## src/rtl/ect_pkg.sv

```systemverilog
/*
  Shared constants and types of the event counter block.
  Assumes a single 50 MHz system clock.
*/
package ect_pkg;

  // ----------------------------------------------------------------
  // clock and timing
  // ----------------------------------------------------------------
  localparam int unsigned CLK_HZ = 50_000_000;
  localparam int unsigned PUB_PERIOD_S = 1;
  localparam int unsigned CHECK_PERIOD_MS = 200;
  localparam int unsigned PUB_CYCLES = CLK_HZ * PUB_PERIOD_S;
  localparam int unsigned CHECK_CYCLES = (CLK_HZ / 1000) * CHECK_PERIOD_MS;

  // ----------------------------------------------------------------
  // limits and reset values
  // ----------------------------------------------------------------
  localparam logic [15:0] TIME_LIMIT_S = 16'ha8c0;
  localparam logic [31:0] EVENT_LIMIT = 32'hee6b2800;
  localparam logic [31:0] THRESH_DEFAULT = 32'h00000064;
  localparam logic [15:0] PERIOD_DEFAULT_S = 16'h003c;

  // ----------------------------------------------------------------
  // register map (byte addresses)
  // ----------------------------------------------------------------
  localparam int unsigned ADDR_W = 8;
  localparam logic [7:0] OFS_CTRL = 8'h00;
  localparam logic [7:0] OFS_CMD = 8'h04;
  localparam logic [7:0] OFS_THRESH = 8'h08;
  localparam logic [7:0] OFS_PERIOD = 8'h0c;
  localparam logic [7:0] OFS_STATUS = 8'h10;
  localparam logic [7:0] OFS_COUNT = 8'h14;
  localparam logic [7:0] OFS_TIME = 8'h18;
  localparam logic [7:0] OFS_IRQ_STAT = 8'h1c;
  localparam logic [7:0] OFS_IRQ_MASK = 8'h20;

  // ----------------------------------------------------------------
  // field positions
  // ----------------------------------------------------------------
  localparam int unsigned CTRL_MODE_LSB = 0;
  localparam int unsigned CTRL_TRIG_BIT = 2;
  localparam int unsigned CMD_TOGGLE_BIT = 0;
  localparam int unsigned CMD_DEFAULT_BIT = 1;
  localparam int unsigned STAT_RUN_BIT = 0;
  localparam int unsigned STAT_TRIG_BIT = 1;
  localparam int unsigned IRQ_W = 3;
  localparam int unsigned IRQ_STOP_BIT = 0;
  localparam int unsigned IRQ_AUTO_BIT = 1;
  localparam int unsigned IRQ_TICK_BIT = 2;

  // ----------------------------------------------------------------
  // types
  // ----------------------------------------------------------------
  typedef enum logic [1:0] {ECT_FREE, ECT_TIME, ECT_EVENTS} ect_mode_t;
  typedef enum logic {ECT_IDLE, ECT_RUN} ect_state_t;

endpackage

```

## src/rtl/ect_tick_div.sv

```systemverilog
/*
  Divider that gives a one-cycle enable pulse every CYCLES clocks.
  Assumes restart and run are synchronous to clk.
*/
module ect_tick_div #(
  parameter int unsigned CYCLES = ect_pkg::PUB_CYCLES
) (
  // clock and reset
  input wire logic clk,
  input wire logic rst,
  // control
  input wire logic restart,
  input wire logic run,
  // pulse
  output logic tick
);

  localparam int unsigned W = (CYCLES > 1) ? $clog2(CYCLES) : 1;
  localparam logic [W-1:0] LAST = W'(CYCLES - 1);

  if (CYCLES < 1)
    $error("ect_tick_div: CYCLES must be at least one");

  logic [W-1:0] cnt;

  always_ff @(posedge clk or posedge rst)
  begin
    if (rst)
      cnt <= '0;
    else if (restart)
      cnt <= '0;
    else if (run)
    begin
      if (cnt == LAST)
        cnt <= '0;
      else
        cnt <= cnt + 1'b1;
    end
  end

  assign tick = run && !restart && (cnt == LAST);

endmodule

```

## src/rtl/ect_irq.sv

```systemverilog
/*
  Sticky interrupt status with write-one-to-clear and a mask.
  Assumes set, clear and mask writes are synchronous to clk.
*/
module ect_irq #(
  parameter int unsigned W = ect_pkg::IRQ_W
) (
  // clock and reset
  input wire logic clk,
  input wire logic rst,
  // events
  input wire logic [W-1:0] set,
  // software access
  input wire logic clr_we,
  input wire logic mask_we,
  input wire logic [W-1:0] wdata,
  // state and output
  output logic [W-1:0] status,
  output logic [W-1:0] mask,
  output logic irq
);

  if (W < 1)
    $error("ect_irq: W must be at least one");

  // set wins over a clear in the same cycle
  always_ff @(posedge clk or posedge rst)
  begin
    if (rst)
      status <= '0;
    else
      status <= (status & ~(clr_we ? wdata : '0)) | set;
  end

  always_ff @(posedge clk or posedge rst)
  begin
    if (rst)
      mask <= '0;
    else if (mask_we)
      mask <= wdata;
  end

  assign irq = |(status & mask);

endmodule

```

## src/rtl/ect_counter.sv

```systemverilog
/*
  Event counter with time base, three modes, automatic stop and a
  trigger output, reached over a plain register port.
  Assumes event_input_pin and bus strobes are synchronous to ref_clk.
*/
// Function
// [RQ1] count one per rising edge of the dedicated event input pin
// [RQ2] modes: free counting, events over a set time, time to n events
// [RQ3] threshold adjustable in event mode; default command loads 100
// [RQ4] threshold changes ignored outside event mode
// [RQ5] period in seconds adjustable only in time mode, default 60
// [RQ6] one command toggles run and stop; results stay readable after stop
// [RQ7] count and elapsed time published once a second while running
// [RQ8] elapsed time limited to 43200 s, events to four thousand million
// [RQ9] exceeding either limit stops counting without a command
// [RQ10] event limit and threshold compared every 200 ms
// [RQ11] enabled trigger output high for the whole counting interval
// [RQ12] time mode stops at the period, event mode at the threshold
module ect_counter #(
  parameter int unsigned PUB_CYCLES = ect_pkg::PUB_CYCLES,
  parameter int unsigned CHECK_CYCLES = ect_pkg::CHECK_CYCLES
) (
  // clock and reset
  input wire logic ref_clk,
  input wire logic sys_rst,
  // event input
  input wire logic event_input_pin,
  // register port
  input wire logic [ect_pkg::ADDR_W-1:0] reg_addr,
  input wire logic [31:0] reg_wdata,
  input wire logic reg_wr,
  input wire logic reg_rd,
  output logic [31:0] reg_rdata,
  // outputs
  output logic trig_out,
  output logic irq
);

  if (PUB_CYCLES < 1 || CHECK_CYCLES < 1)
    $error("ect_counter: tick periods must be at least one cycle");

  // ----------------------------------------------------------------
  // state
  // ----------------------------------------------------------------
  ect_pkg::ect_state_t state;
  ect_pkg::ect_mode_t mode;
  logic trig_en, event_prev, running, edge_seen;
  logic [31:0] thresh, count, count_pub, next_count;
  logic [15:0] period, elapsed, time_pub, next_elapsed;
  logic [16:0] elapsed_inc;
  logic sec_tick, chk_tick, start, stop_cmd, stop;
  logic time_hit, evt_hit, auto_stop;
  logic [ect_pkg::IRQ_W-1:0] irq_set, irq_status, irq_mask;
  logic wr_ctrl, wr_cmd, wr_irq_stat, wr_irq_mask;

  assign running = (state == ect_pkg::ECT_RUN);

  // ----------------------------------------------------------------
  // write decode
  // ----------------------------------------------------------------
  assign wr_ctrl = reg_wr && (reg_addr == ect_pkg::OFS_CTRL);
  assign wr_cmd = reg_wr && (reg_addr == ect_pkg::OFS_CMD);
  assign wr_irq_stat = reg_wr && (reg_addr == ect_pkg::OFS_IRQ_STAT);
  assign wr_irq_mask = reg_wr && (reg_addr == ect_pkg::OFS_IRQ_MASK);

  // ----------------------------------------------------------------
  // time bases
  // ----------------------------------------------------------------
  ect_tick_div #(.CYCLES(PUB_CYCLES)) u_sec_div (
    .clk(ref_clk), .rst(sys_rst), .restart(start), .run(running), .tick(sec_tick)
  );

  ect_tick_div #(.CYCLES(CHECK_CYCLES)) u_chk_div (
    .clk(ref_clk), .rst(sys_rst), .restart(start), .run(running), .tick(chk_tick)
  );

  // ----------------------------------------------------------------
  // run control
  // ----------------------------------------------------------------
  always_comb
  begin
    edge_seen = event_input_pin && !event_prev; // [RQ1]
    start = wr_cmd && reg_wdata[ect_pkg::CMD_TOGGLE_BIT] && !running; // [RQ6]
    stop_cmd = wr_cmd && reg_wdata[ect_pkg::CMD_TOGGLE_BIT] && running; // [RQ6]
    elapsed_inc = {1'b0, elapsed} + 17'h00001;
    // time limit and time mode period checked each second
    time_hit = sec_tick && ((elapsed_inc >= {1'b0, ect_pkg::TIME_LIMIT_S}) // [RQ9]
      || (mode == ect_pkg::ECT_TIME && elapsed_inc >= {1'b0, period})); // [RQ12]
    // event limit and threshold only compared on the slow check tick
    evt_hit = chk_tick && ((count > ect_pkg::EVENT_LIMIT) // [RQ10]
      || (mode == ect_pkg::ECT_EVENTS && count >= thresh)); // [RQ12]
    auto_stop = running && (time_hit || evt_hit); // [RQ9]
    stop = stop_cmd || auto_stop;
  end

  always_ff @(posedge ref_clk or posedge sys_rst)
  begin
    if (sys_rst)
      state <= ect_pkg::ECT_IDLE;
    else
    begin
      case (state)
        ect_pkg::ECT_IDLE:
          if (start)
            state <= ect_pkg::ECT_RUN;
        ect_pkg::ECT_RUN:
          if (stop)
            state <= ect_pkg::ECT_IDLE;
        default:
          state <= ect_pkg::ECT_IDLE;
      endcase
    end
  end

  always_ff @(posedge ref_clk or posedge sys_rst)
  begin
    if (sys_rst)
      event_prev <= 1'b0;
    else
      event_prev <= event_input_pin;
  end

  // ----------------------------------------------------------------
  // counters
  // ----------------------------------------------------------------
  always_comb
  begin
    next_count = count;
    next_elapsed = elapsed;
    if (start)
    begin
      next_count = '0;
      next_elapsed = '0;
    end
    else if (running)
    begin
      if (edge_seen && count != 32'hffffffff)
        next_count = count + 32'h00000001; // [RQ1]
      if (sec_tick && elapsed < ect_pkg::TIME_LIMIT_S)
        next_elapsed = elapsed_inc[15:0]; // [RQ8]
    end
  end

  always_ff @(posedge ref_clk or posedge sys_rst)
  begin
    if (sys_rst)
    begin
      count <= '0;
      elapsed <= '0;
    end
    else
    begin
      count <= next_count;
      elapsed <= next_elapsed;
    end
  end

  // published values refresh each second and hold the result at stop
  always_ff @(posedge ref_clk or posedge sys_rst)
  begin
    if (sys_rst)
    begin
      count_pub <= '0;
      time_pub <= '0;
    end
    else if (start)
    begin
      count_pub <= '0;
      time_pub <= '0;
    end
    else if (running && (sec_tick || stop))
    begin
      count_pub <= next_count; // [RQ7]
      time_pub <= next_elapsed; // [RQ6]
    end
  end

  // ----------------------------------------------------------------
  // settings
  // ----------------------------------------------------------------
  // mode and trigger enable only change while stopped
  always_ff @(posedge ref_clk or posedge sys_rst)
  begin
    if (sys_rst)
    begin
      mode <= ect_pkg::ECT_FREE;
      trig_en <= 1'b0;
    end
    else if (wr_ctrl && !running)
    begin
      case (reg_wdata[ect_pkg::CTRL_MODE_LSB +: 2]) // [RQ2]
        2'h1: mode <= ect_pkg::ECT_TIME;
        2'h2: mode <= ect_pkg::ECT_EVENTS;
        default: mode <= ect_pkg::ECT_FREE;
      endcase
      trig_en <= reg_wdata[ect_pkg::CTRL_TRIG_BIT];
    end
  end

  always_ff @(posedge ref_clk or posedge sys_rst)
  begin
    if (sys_rst)
      thresh <= ect_pkg::THRESH_DEFAULT;
    else if (mode == ect_pkg::ECT_EVENTS) // [RQ4]
    begin
      if (wr_cmd && reg_wdata[ect_pkg::CMD_DEFAULT_BIT])
        thresh <= ect_pkg::THRESH_DEFAULT; // [RQ3]
      else if (reg_wr && reg_addr == ect_pkg::OFS_THRESH)
        thresh <= reg_wdata; // [RQ3]
    end
  end

  always_ff @(posedge ref_clk or posedge sys_rst)
  begin
    if (sys_rst)
      period <= ect_pkg::PERIOD_DEFAULT_S;
    else if (mode == ect_pkg::ECT_TIME) // [RQ5]
    begin
      if (wr_cmd && reg_wdata[ect_pkg::CMD_DEFAULT_BIT])
        period <= ect_pkg::PERIOD_DEFAULT_S; // [RQ5]
      else if (reg_wr && reg_addr == ect_pkg::OFS_PERIOD)
        period <= reg_wdata[15:0]; // [RQ5]
    end
  end

  // ----------------------------------------------------------------
  // trigger output
  // ----------------------------------------------------------------
  always_ff @(posedge ref_clk or posedge sys_rst)
  begin
    if (sys_rst)
      trig_out <= 1'b0;
    else if (start)
      trig_out <= trig_en; // [RQ11]
    else if (stop)
      trig_out <= 1'b0; // [RQ11]
  end

  // ----------------------------------------------------------------
  // interrupts
  // ----------------------------------------------------------------
  always_comb
  begin
    irq_set = '0;
    irq_set[ect_pkg::IRQ_STOP_BIT] = running && stop;
    irq_set[ect_pkg::IRQ_AUTO_BIT] = auto_stop;
    irq_set[ect_pkg::IRQ_TICK_BIT] = running && sec_tick;
  end

  ect_irq #(
    .W(ect_pkg::IRQ_W)
  ) u_irq (
    .clk(ref_clk),
    .rst(sys_rst),
    .set(irq_set),
    .clr_we(wr_irq_stat),
    .mask_we(wr_irq_mask),
    .wdata(reg_wdata[ect_pkg::IRQ_W-1:0]),
    .status(irq_status),
    .mask(irq_mask),
    .irq(irq)
  );

  // ----------------------------------------------------------------
  // read port
  // ----------------------------------------------------------------
  always_ff @(posedge ref_clk or posedge sys_rst)
  begin
    if (sys_rst)
      reg_rdata <= '0;
    else if (!reg_rd)
      reg_rdata <= '0;
    else if (reg_addr == ect_pkg::OFS_CTRL)
      reg_rdata <= {29'h0, trig_en, mode};
    else if (reg_addr == ect_pkg::OFS_THRESH)
      reg_rdata <= thresh;
    else if (reg_addr == ect_pkg::OFS_PERIOD)
      reg_rdata <= {16'h0, period};
    else if (reg_addr == ect_pkg::OFS_STATUS)
      reg_rdata <= {30'h0, trig_out, running};
    else if (reg_addr == ect_pkg::OFS_COUNT)
      reg_rdata <= count_pub;
    else if (reg_addr == ect_pkg::OFS_TIME)
      reg_rdata <= {16'h0, time_pub};
    else if (reg_addr == ect_pkg::OFS_IRQ_STAT)
      reg_rdata <= {29'h0, irq_status};
    else if (reg_addr == ect_pkg::OFS_IRQ_MASK)
      reg_rdata <= {29'h0, irq_mask};
    else
      reg_rdata <= '0;
  end
endmodule

```

## config.mk

```make
export PLATFORM = sky130hd
export DESIGN_NAME = ect_counter
export DESIGN_NICKNAME = d
export VERILOG_FILES = /design/src/rtl/ect_pkg.sv /design/src/rtl/ect_tick_div.sv /design/src/rtl/ect_irq.sv /design/src/rtl/ect_counter.sv
export SDC_FILE = /design/constraint.sdc
export NUM_CORES = 1
export LEC_CHECK = 0
export ABC_AREA = 1
export BUFFER_PORTS_ARGS = -buffer_cell sky130_fd_sc_hd__buf_2
export CORE_ASPECT_RATIO = 1.1
export CORE_MARGIN = 2
export CORE_UTILIZATION = 25
export CTS_CLUSTER_SIZE = 30
export DETAILED_ROUTE_END_ITERATION = 16
export GPL_TIMING_DRIVEN = 0
export MAX_ROUTING_LAYER = met4
export SLEW_MARGIN = 10
export SYNTH_ARGS = -nofsm -noshare
export SYNTH_HDL_FRONTEND = slang
export SYNTH_HIERARCHICAL = 1
export SYNTH_SLANG_ARGS = --single-unit
```

## constraint.sdc

```tcl
create_clock -name ref_clk -period 8.5 [get_ports ref_clk]
set_clock_uncertainty 0.05 [all_clocks]
set_input_delay 1.7 -clock ref_clk [delete_from_list [all_inputs] [get_ports ref_clk]]
set_output_delay 1.7 -clock ref_clk [all_outputs]
set_load 0.05 [all_outputs]
```

* After elaboration in Yosys (flattened, before gate mapping) *
Index checks and enable logic that the tools add are counted.

storage, ports and cells
  output and inout bits = 34
  flip-flop bits (word level) = 238
  logic and storage cells = 123
  bits of input ports = 45

operators by class
  order comparisons = 5
  bitwise operators = 5
  reductions and logical operators = 42
  $add $sub $neg = 4
  muxes and demuxes = 36
  equal/unequal tests = 15

operators with widths
  kind                   count
  $mux 32                13
  $mux 16                8
  $mux 26                3
  $mux 24                3
  $add 32x1->32 const B  1
  $eq 8x5->1 const B     4
  $ge 32x32->1           1
  $gt 32x32->1 const B   1
  $ne 32x32->1 const B   1
  $add 26x1->26 const B  1
  $eq 26x26->1 const B   1
  $logic_and 1x1->1      25
  $add 24x1->24 const B  1
  $eq 24x24->1 const B   1
  $add 16x1->17 const B  1
  $ge 17x16->1           1
  $ge 17x16->1 const B   1
  $eq 8x4->1 const B     2
  $lt 16x16->1 const B   1
  $reduce_bool 2->1      5
  $mux 3                 3
  $eq 8x3->1 const B     1
  $eq 8x6->1 const B     1
  $logic_not 8->1        1
  13 further kinds       26

* Depth between registers and ports, before layout *
Gate-level depths: netlist (run 1).

  word-level depth = 15
  gate-level depth with buffers = 23
  depth with buffers taken out = 20

* By module *
Netlist (run 1), hierarchy kept.

modules (own cells, without submodules)
  module                    seq. area each (um2)  times used  cells an instance  area an instance (um2)
  ect_counter               4563.1                1           1381               10620.2
  ect_tick_div (u_sec_div)  650.6                 1           237                1689.1
  ect_tick_div (u_chk_div)  600.6                 1           220                1544.0
  ect_irq                   150.1                 1           32                 252.7

* Worst setup path before layout (run 1) *
Ideal clock, no wire load.

  kind = input to register
  from = input port reg_addr[0] in the netlist's numbering
  to = register time_pub[11]
  arrival time = 3.984 ns
  buffers on the path = 3
  setup time = 0.067 ns
  path slack = 4.399 ns
  cell stages on the path = 22
  required time = 8.383 ns
  path through = inv_1 -> nand2_1 -> nor3_1 -> inv_1 -> nor3_2 -> inv_2 -> nor2_2 -> nand2_1 -> buf_2 -> inv_2 -> buf_4 -> inv_1 -> nand2_1 -> nor2_1 -> nand2_1 -> inv_1 -> nand3_1 -> clkbuf_1 -> nor2_1 -> a211oi_1 -> nand2_1 -> nand2_1

between the ends
  elaborated cells between the ends (all ways) = 23

RTL lines
  what                             RTL line            RTL
  start, declared                  ect_counter.sv:29   input wire logic [ect_pkg::ADDR_W-1:0] reg_addr,
  $eq 8x3->1                       ect_counter.sv:62   assign wr_cmd = reg_wr && (reg_addr == ect_pkg::OFS_CMD);
  $logic_and 1x1->1                ect_counter.sv:62
  $logic_and 1x1->1 (2 in series)  ect_counter.sv:83   start = wr_cmd && reg_wdata[ect_pkg::CMD_TOGGLE_BIT] && !running;
  via start                        ect_counter.sv:51   logic sec_tick, chk_tick, start, stop_cmd, stop;
  $logic_not 1->1                  ect_tick_div.sv:41  assign tick = run && !restart && (cnt == LAST);
  $logic_and 1x1->1 (2 in series)  ect_tick_div.sv:41
  via sec_tick                     ect_counter.sv:51
  $logic_and 1x1->1                ect_counter.sv:139  if (sec_tick && elapsed < ect_pkg::TIME_LIMIT_S)
  $mux 16                          ect_counter.sv:139
  $mux 16                          ect_counter.sv:135  else if (running)
  $mux 16                          ect_counter.sv:130  if (start)
  via next_elapsed[11]             ect_counter.sv:49   logic [15:0] period, elapsed, time_pub, next_elapsed;
  $mux 16                          ect_counter.sv:171  else if (running && (sec_tick || stop))
  $mux 16                          ect_counter.sv:166  else if (start)
  end signal, assigned             ect_counter.sv:174  time_pub <= next_elapsed;
  end, declared                    ect_counter.sv:49

The timed path passes the listed nets, and every way through them passes these cells. The select of a mux whose other input is x is not followed.
A chain may end at the register's enable or synchronous reset.

* Worst setup path after layout (run 1) *
  from = input port reg_addr[0] in the netlist's numbering
  to = register time_pub[12]

between the ends
  cells in the longest elaborated chain, start to end = 14
  elaborated cells between the ends (all ways) = 23

ends and longest elaborated chain
  what                                             RTL line
  $eq 8x3->1 *                                     ect_counter.sv:62
  $logic_and 1x1->1 *                              ect_counter.sv:62
  $logic_and 1x1->1 * (2 in series)                ect_counter.sv:83
  via start                                        ect_counter.sv:51
  $logic_not 1->1 *                                ect_tick_div.sv:41
  $logic_and 1x1->1 * (2 in series)                ect_tick_div.sv:41
  via sec_tick                                     ect_counter.sv:51
  branches (longest 7 deep; another with $mux 16)  n/a

Mark *: on every way through the listed nets, which the timed path passes. The select of a mux whose other input is x is not followed.

==> results.md, run 1 <==
- Status: finished clean
- Vias: 13100
- CTS tree: built
- Worst min path class: flop to flop
- Startpoint Class: input port
- Ys async rst share: 1.00
- Core box area: 55900 um2
- WL/cell: 16.3 um
- Placed Instances: 2693
- Routed WL: 44.7 mm
- Number of synthesized flops with an enable pin: 0
- Max IR drop VDD: 0.000143 V
- Max-cap violation count: 0
- Hpwl dp: 34.4 mm
- TritonCTS Buffers: 26
- Min Tclk post-route: 5010 ps
- Most frequent cells in the layout: nand2_1, dfrtp_1, inv_1, nor2_1, o21ai_0
- Synth Net Count: 1969
- Layout area overhead: 15.9%
- Unique masters post-synth: 50
- Setup violators final: 0
- Endpoints failing hold: 0
- Final period utilization: 0.590
- Fin area: 16400 um2
- Drt via density: 4.78
- Setup Buffers After CTS: 0
- DIE AREA: 58300 um2
- Fillers: 6026
- Flops & latches, synth: 238
- Vias in the first global route: 13200
- Slew margin rel.: 0.302
- Max H-tree Level: 1
- Setup crit end kind: flop
- RSZ-0062 raised after global routing: no
- Later-pin clock latency in the skew report: 580 ps
- Placed cell areas: 15500 um2
- Share of cells above drive strength 1: 0.122
- CTS sink count: 238
- Crit-path max FO: 14
- Commonest non-fill, non-tap cell in the layout: nand2_1
- Register area share after synthesis: 0.423
- Least-Margin Pin Slew: 1050 ps
- Final GP Congestion: 0.928
- Total Power: 0.00298 W
- Mapped Area: 14100 um2
- WP data arrival: 5480 ps
- DRT Pass-1 Iters: 7
- Fin. max-slew vios: 0
- Top_reg_cell synth: dfrtp_1
- Fmax: 0.199 GHz
- Largest net degree at the start of global routing: 106
- Post-synthesis instance total: 1870
- Total global routing overflow: 0
- DRC violations left: 0
- Num rows: 91
- YS warnings: 6
- Root Buffer: clkbuf_16
- Top-Level Pins: 79
- Initial antenna violation count: 0
- First-iteration detailed-routing DRC count: 969
- # diodes: 0
- # nets final: 2076
- FF/Latch Area: 5960 um2
- Pwr/cell area: 182 nW/um2
- Maximum buffer depth of the clock tree: 3
- Final std cells w/o fill: 2740
- Post-CTS resize count: 0
- Die W: 230 um
- Hold-fix buffers, CTS: 0
- DRT antenna net count: 0
- Area share of the largest cell type after synthesis: 0.410
- CP required: 8970 ps
- Number of port buffers: 78
- Reg clk slew, reported paths: 60 ps
- Setup CP Type: input port to flop
- First-pass GRT wire length: 71.0 mm
- Syn avg cell area: 7.54 um2
- Cell taking the most area after synthesis: dfrtp_1
- Chip Height: 253 um
- GRT Total Usage: 0.157
- Starting Density: 0.252
- Leak Pwr: 7.88 nW
- Area of the multi-input gates: 6990 um2
- Ranking of synthesized cells by area: dfrtp_1, nand2_1, inv_1
-- metrics by stage --
step | hold slack (ps) | worst slack (ps) | TNS, ps | util
after floorplan | 403 | 1820 | 0 | -
after global placement | 419 | -548 | -92890 | 0.276
after detailed placement | 425 | 3000 | 0 | 0.277
after CTS | 435 | 3630 | 0 | 0.293
after global routing | 453 | 3290 | 0 | 0.293
final | 435 | 3490 | 0 | 0.293
-- sequential cells by signal (all words and copies together) (netlist names), 16 cells and up --
signal and cells:
time_pub 16, count 32, thresh 32, reg_rdata 32, period 16, count_pub 32, u_sec_div/cnt 26, elapsed 16
u_chk_div/cnt 24
-- metal layers --
metal | global-route usage | share of wire
met5 | - | 0
met4 | 0.0846 | 0.053
met3 | 0.0146 | 0.039
met2 | 0.274 | 0.50
met1 | 0.177 | 0.41
-- power breakdown --
part | internal (W) | switching, W
sequential | 0.00123 | 0.000145
combinational | 0.000153 | 0.000272
clock | 0.000683 | 0.000498
-- layout make-up --
cell class,instances,area share
multi-input cells,1348,0.427
flip-flops and latches,238,0.365
well taps,744,0.0569
inverters,223,0.0516
clock buffers,31,0.0428
repair buffers,79,0.0256
plain buffers,61,0.0194
clock inverters,16,0.0118
-- cell usage after synthesis, types with 6 or more instances --
cell type  count
nor2_4         9
a21oi_1       76
inv_1        208
nor3_1        24
dfrtp_1      231
clkbuf_1      31
nand2_1      529
buf_2         16
nor2_1       151
nand2_2       15
o22ai_1        9
buf_6          8
o21a_1         7
nand4_1       88
o21ai_1       42
nand3_1       91
xor2_1        29
nor2_2        22
dfstp_2        7
nor4_1         9
inv_2         13
xnor2_1        6
nor3_2         7
ha_1          54
o21ai_0      116
nand3_2        9
a221oi_1      22
-- worst max-delay path: stages --
cell and delay, ps:
buf_2 110, inv_1 40, nand2_1 90, nor3_1 330
inv_1 130, nor3_2 150, inv_2 90, nor2_2 120
nand2_1 70, buf_2 250, inv_2 130, buf_4 280
inv_1 70, nand2_1 170, nor2_1 90, nand2_1 310
clkbuf_1 520, clkbuf_1 530, nand4_1 180, nand2_1 100
-- cells by family after synthesis --
logic type | count (synthesis) | synth area share
xor gates and xnor gates | 35 | 0.0217
DFF | 238 | 0.423
and+or+nand+nor | 964 | 0.307
adders and majority gates | 54 | 0.0479
buffers and inverters | 284 | 0.0818
muxes | 1 | 0.000798
AOI/OAI and AO/OA | 294 | 0.118
-- final timing paths --
check	slack, ps	depth (start not counted)	to	startpoint
worst max-delay path	3490	20	time_pub[12]	reg_addr[0]
worst min-delay path	440	2	period[2]	period[2]
worst max register to register	4530	18	time_pub[8]	running
worst min register to register	440	2	period[2]	period[2]
max in group asynchronous	6250	3	reg_rdata[18]	sys_rst
min in group asynchronous	1070	2	u_irq/mask[2]	sys_rst
(Power assumes the default switching activity.)
==> run 2: changes to the inputs <==
clock period = 4 ns   (was 8.5 ns; I/O delays follow)
==> results.md, run 2 (synthesis gave the netlist of run 1 again) <==
- Status: finished clean
- Top-Level Pins: 79
- Commonest non-fill, non-tap cell in the layout: nand2_1
- Total global routing overflow: 0
- CP Cell Sequence: buf_2 -> inv_1 -> nand2_1 -> nor3_2 -> inv_1 -> nor3_2 -> inv_2 -> nor2_2 -> nand2_1 -> clkbuf_4 -> inv_2 -> buf_4 -> inv_1 -> nand2_1 -> nor2_1 -> nand2_1 -> clkbuf_2 -> clkbuf_1 -> nand4_1 -> nand2_1
- Setup Buffers After CTS: 0
- Layout area overhead: 16.8%
- Share of cells above drive strength 1: 0.127
- DIE AREA: 58300 um2
- Pwr/cell area: 390 nW/um2
- CTS tree: built
- Slowest stage delay, CP: 490 ps
- Fin. max-slew vios: 0
- Hold-fix buffers, CTS: 0
- Setup TNS: 0 ps
- Most used cell, CP: nand2_1
- Met3 wire len: 1.47 mm
- Logic pwr share: 0.142
- Placed Instances: 2697
- Fmax: 0.270 GHz
- Crit-path max FO: 14
- WL/cell: 16.2 um
- Chip Height: 253 um
- TritonCTS Buffers: 27
- Leak Pwr: 7.95 nW
- RSZ-0062 raised after global routing: no
- Met2 WL: 22.3 mm
- Vias in the first global route: 13000
- Final GP Congestion: 0.951
- Max-cap violation count: 0
- Vias: 13000
- Number of port buffers: 78
- Post-Route M1 WL: 18.0 mm
- Fillers: 5969
- DRT Pass-1 Iters: 5
- Final worst slack: 300 ps
- Least-Margin Pin Slew: 1060 ps
- Worst R2R Setup Slack: 330 ps
- Later-pin clock latency in the skew report: 570 ps
- Setup CP Type: input port to flop
- First-iteration detailed-routing DRC count: 892
- Routed WL: 44.4 mm
- First-pass GRT wire length: 70.3 mm
- Min Tclk post-route: 3700 ps
- Maximum buffer depth of the clock tree: 3
- Share of power burned in registers: 0.453
- Slew margin rel.: 0.292
- Worst min path class: input port to asynchronous set/reset pin
- Fin area: 16500 um2
- Endpoints failing hold: 0
- Setup violators final: 0
- Max IR drop VDD: 0.000217 V
- DR top layer: met4
- CP required: 4460 ps
- Most frequent cells in the layout: nand2_1, dfrtp_1, inv_1, nor2_1, o21ai_0
- Root Buffer: clkbuf_16
- Largest net degree at the start of global routing: 37
- Drt via density: 4.73
- WP data arrival: 4160 ps
- Starting Density: 0.252
- Hpwl dp: 34.4 mm
- Final std cells w/o fill: 2746
- Setup crit end kind: flop
- Placed cell areas: 15500 um2
- DRC violations left: 0
- # diodes: 0
- Sw frac: 0.304
- Clock power frac: 0.406
- Die W: 230 um
- CTS sink count: 238
- Internal cell power: 0.00447 W
- Startpoint Class: input port
- Final period utilization: 0.925
- Max H-tree Level: 1
- DRT antenna net count: 0
- Core box area: 55900 um2
- Reg clk slew, reported paths: 60 ps
- GRT Total Usage: 0.156
- Post-Place Worst Slack: -521 ps
- Num rows: 91
- NetSw: 0.00195 W
- # nets final: 2081
- Hold_ws: 167 ps
- Initial antenna violation count: 0
- Slowest cell on crit path: clkbuf_1
[run 2: cell count changes in the layout (fill, tap and decap cells not counted), sizes merged]
| cell | previous run | this run |
|---|---|---|
| clkinvlp | 5 | 1 |
| clkbuf | 62 | 68 |
| buf | 109 | 112 |
| inv | 221 | 222 |
[run 2: final cells by class]
class	instances	area, um2	area share
Clock buffer	36	759	0.0461
Inverter	223	841	0.0510
Buffer	61	324	0.0197
Tap cell	744	931	0.0565
Clock inverter	13	166	0.0101
Timing Repair Buffer	83	490	0.0298
Multi-Input combinational cell	1348	7000	0.425
Sequential cell	238	5960	0.362
[run 2: worst paths after layout]
| path | from | endpoint | cells past startpoint |
|---|---|---|---|
| min reg2reg | period[5] | period[5] | 2 |
| max | reg_addr[0] | time_pub[0] | 20 |
| min in group ref_clk | event_input_pin | event_prev | 1 |
| max reg2reg | running | time_pub[4] | 18 |
| min | sys_rst | u_irq/status[2] | 2 |
| max in group asynchronous | sys_rst | thresh[6] | 4 |
[run 2: repair_timing]
action                                 4_1_cts  5_1_grt
endpoints found under the hold margin        0        0
setup endpoints to repair                    0       35
gates resized for setup                      0       12
[run 2: worst max-delay path: cells and delay by family]
family / cells / cell delay (ps)
buffers and inverters: 10 / 1890
AND/OR/NAND/NOR: 10 / 1470
[run 2: through the flow]
stage	power (W)	utilization
detailed placement	0.00385	0.278
CTS	0.00647	0.294
global placement	0.00380	0.276
floorplan	0.00354	-
finish	0.00642	0.295
global route	0.00675	0.295
[run 2: power groups by stage]
stage | clock, W | sequential (W) | combinational, W
2_1_floorplan | 0 | 0.00285 | 0.000687
3_3_place_gp | 0 | 0.00294 | 0.000865
4_1_cts | 0.00266 | 0.00290 | 0.000911
6_report | 0.00260 | 0.00291 | 0.000909
3_5_place_dp | 0 | 0.00294 | 0.000903
5_1_grt | 0.00276 | 0.00294 | 0.00104
[run 2: metal layers]
layer / vias to the layer above / GRT usage
met5: - / -
met4: 0 / 0.0887
met3: 120 / 0.0150
met2: 296 / 0.271
met1: 6182 / 0.175
li1: 6383 / -
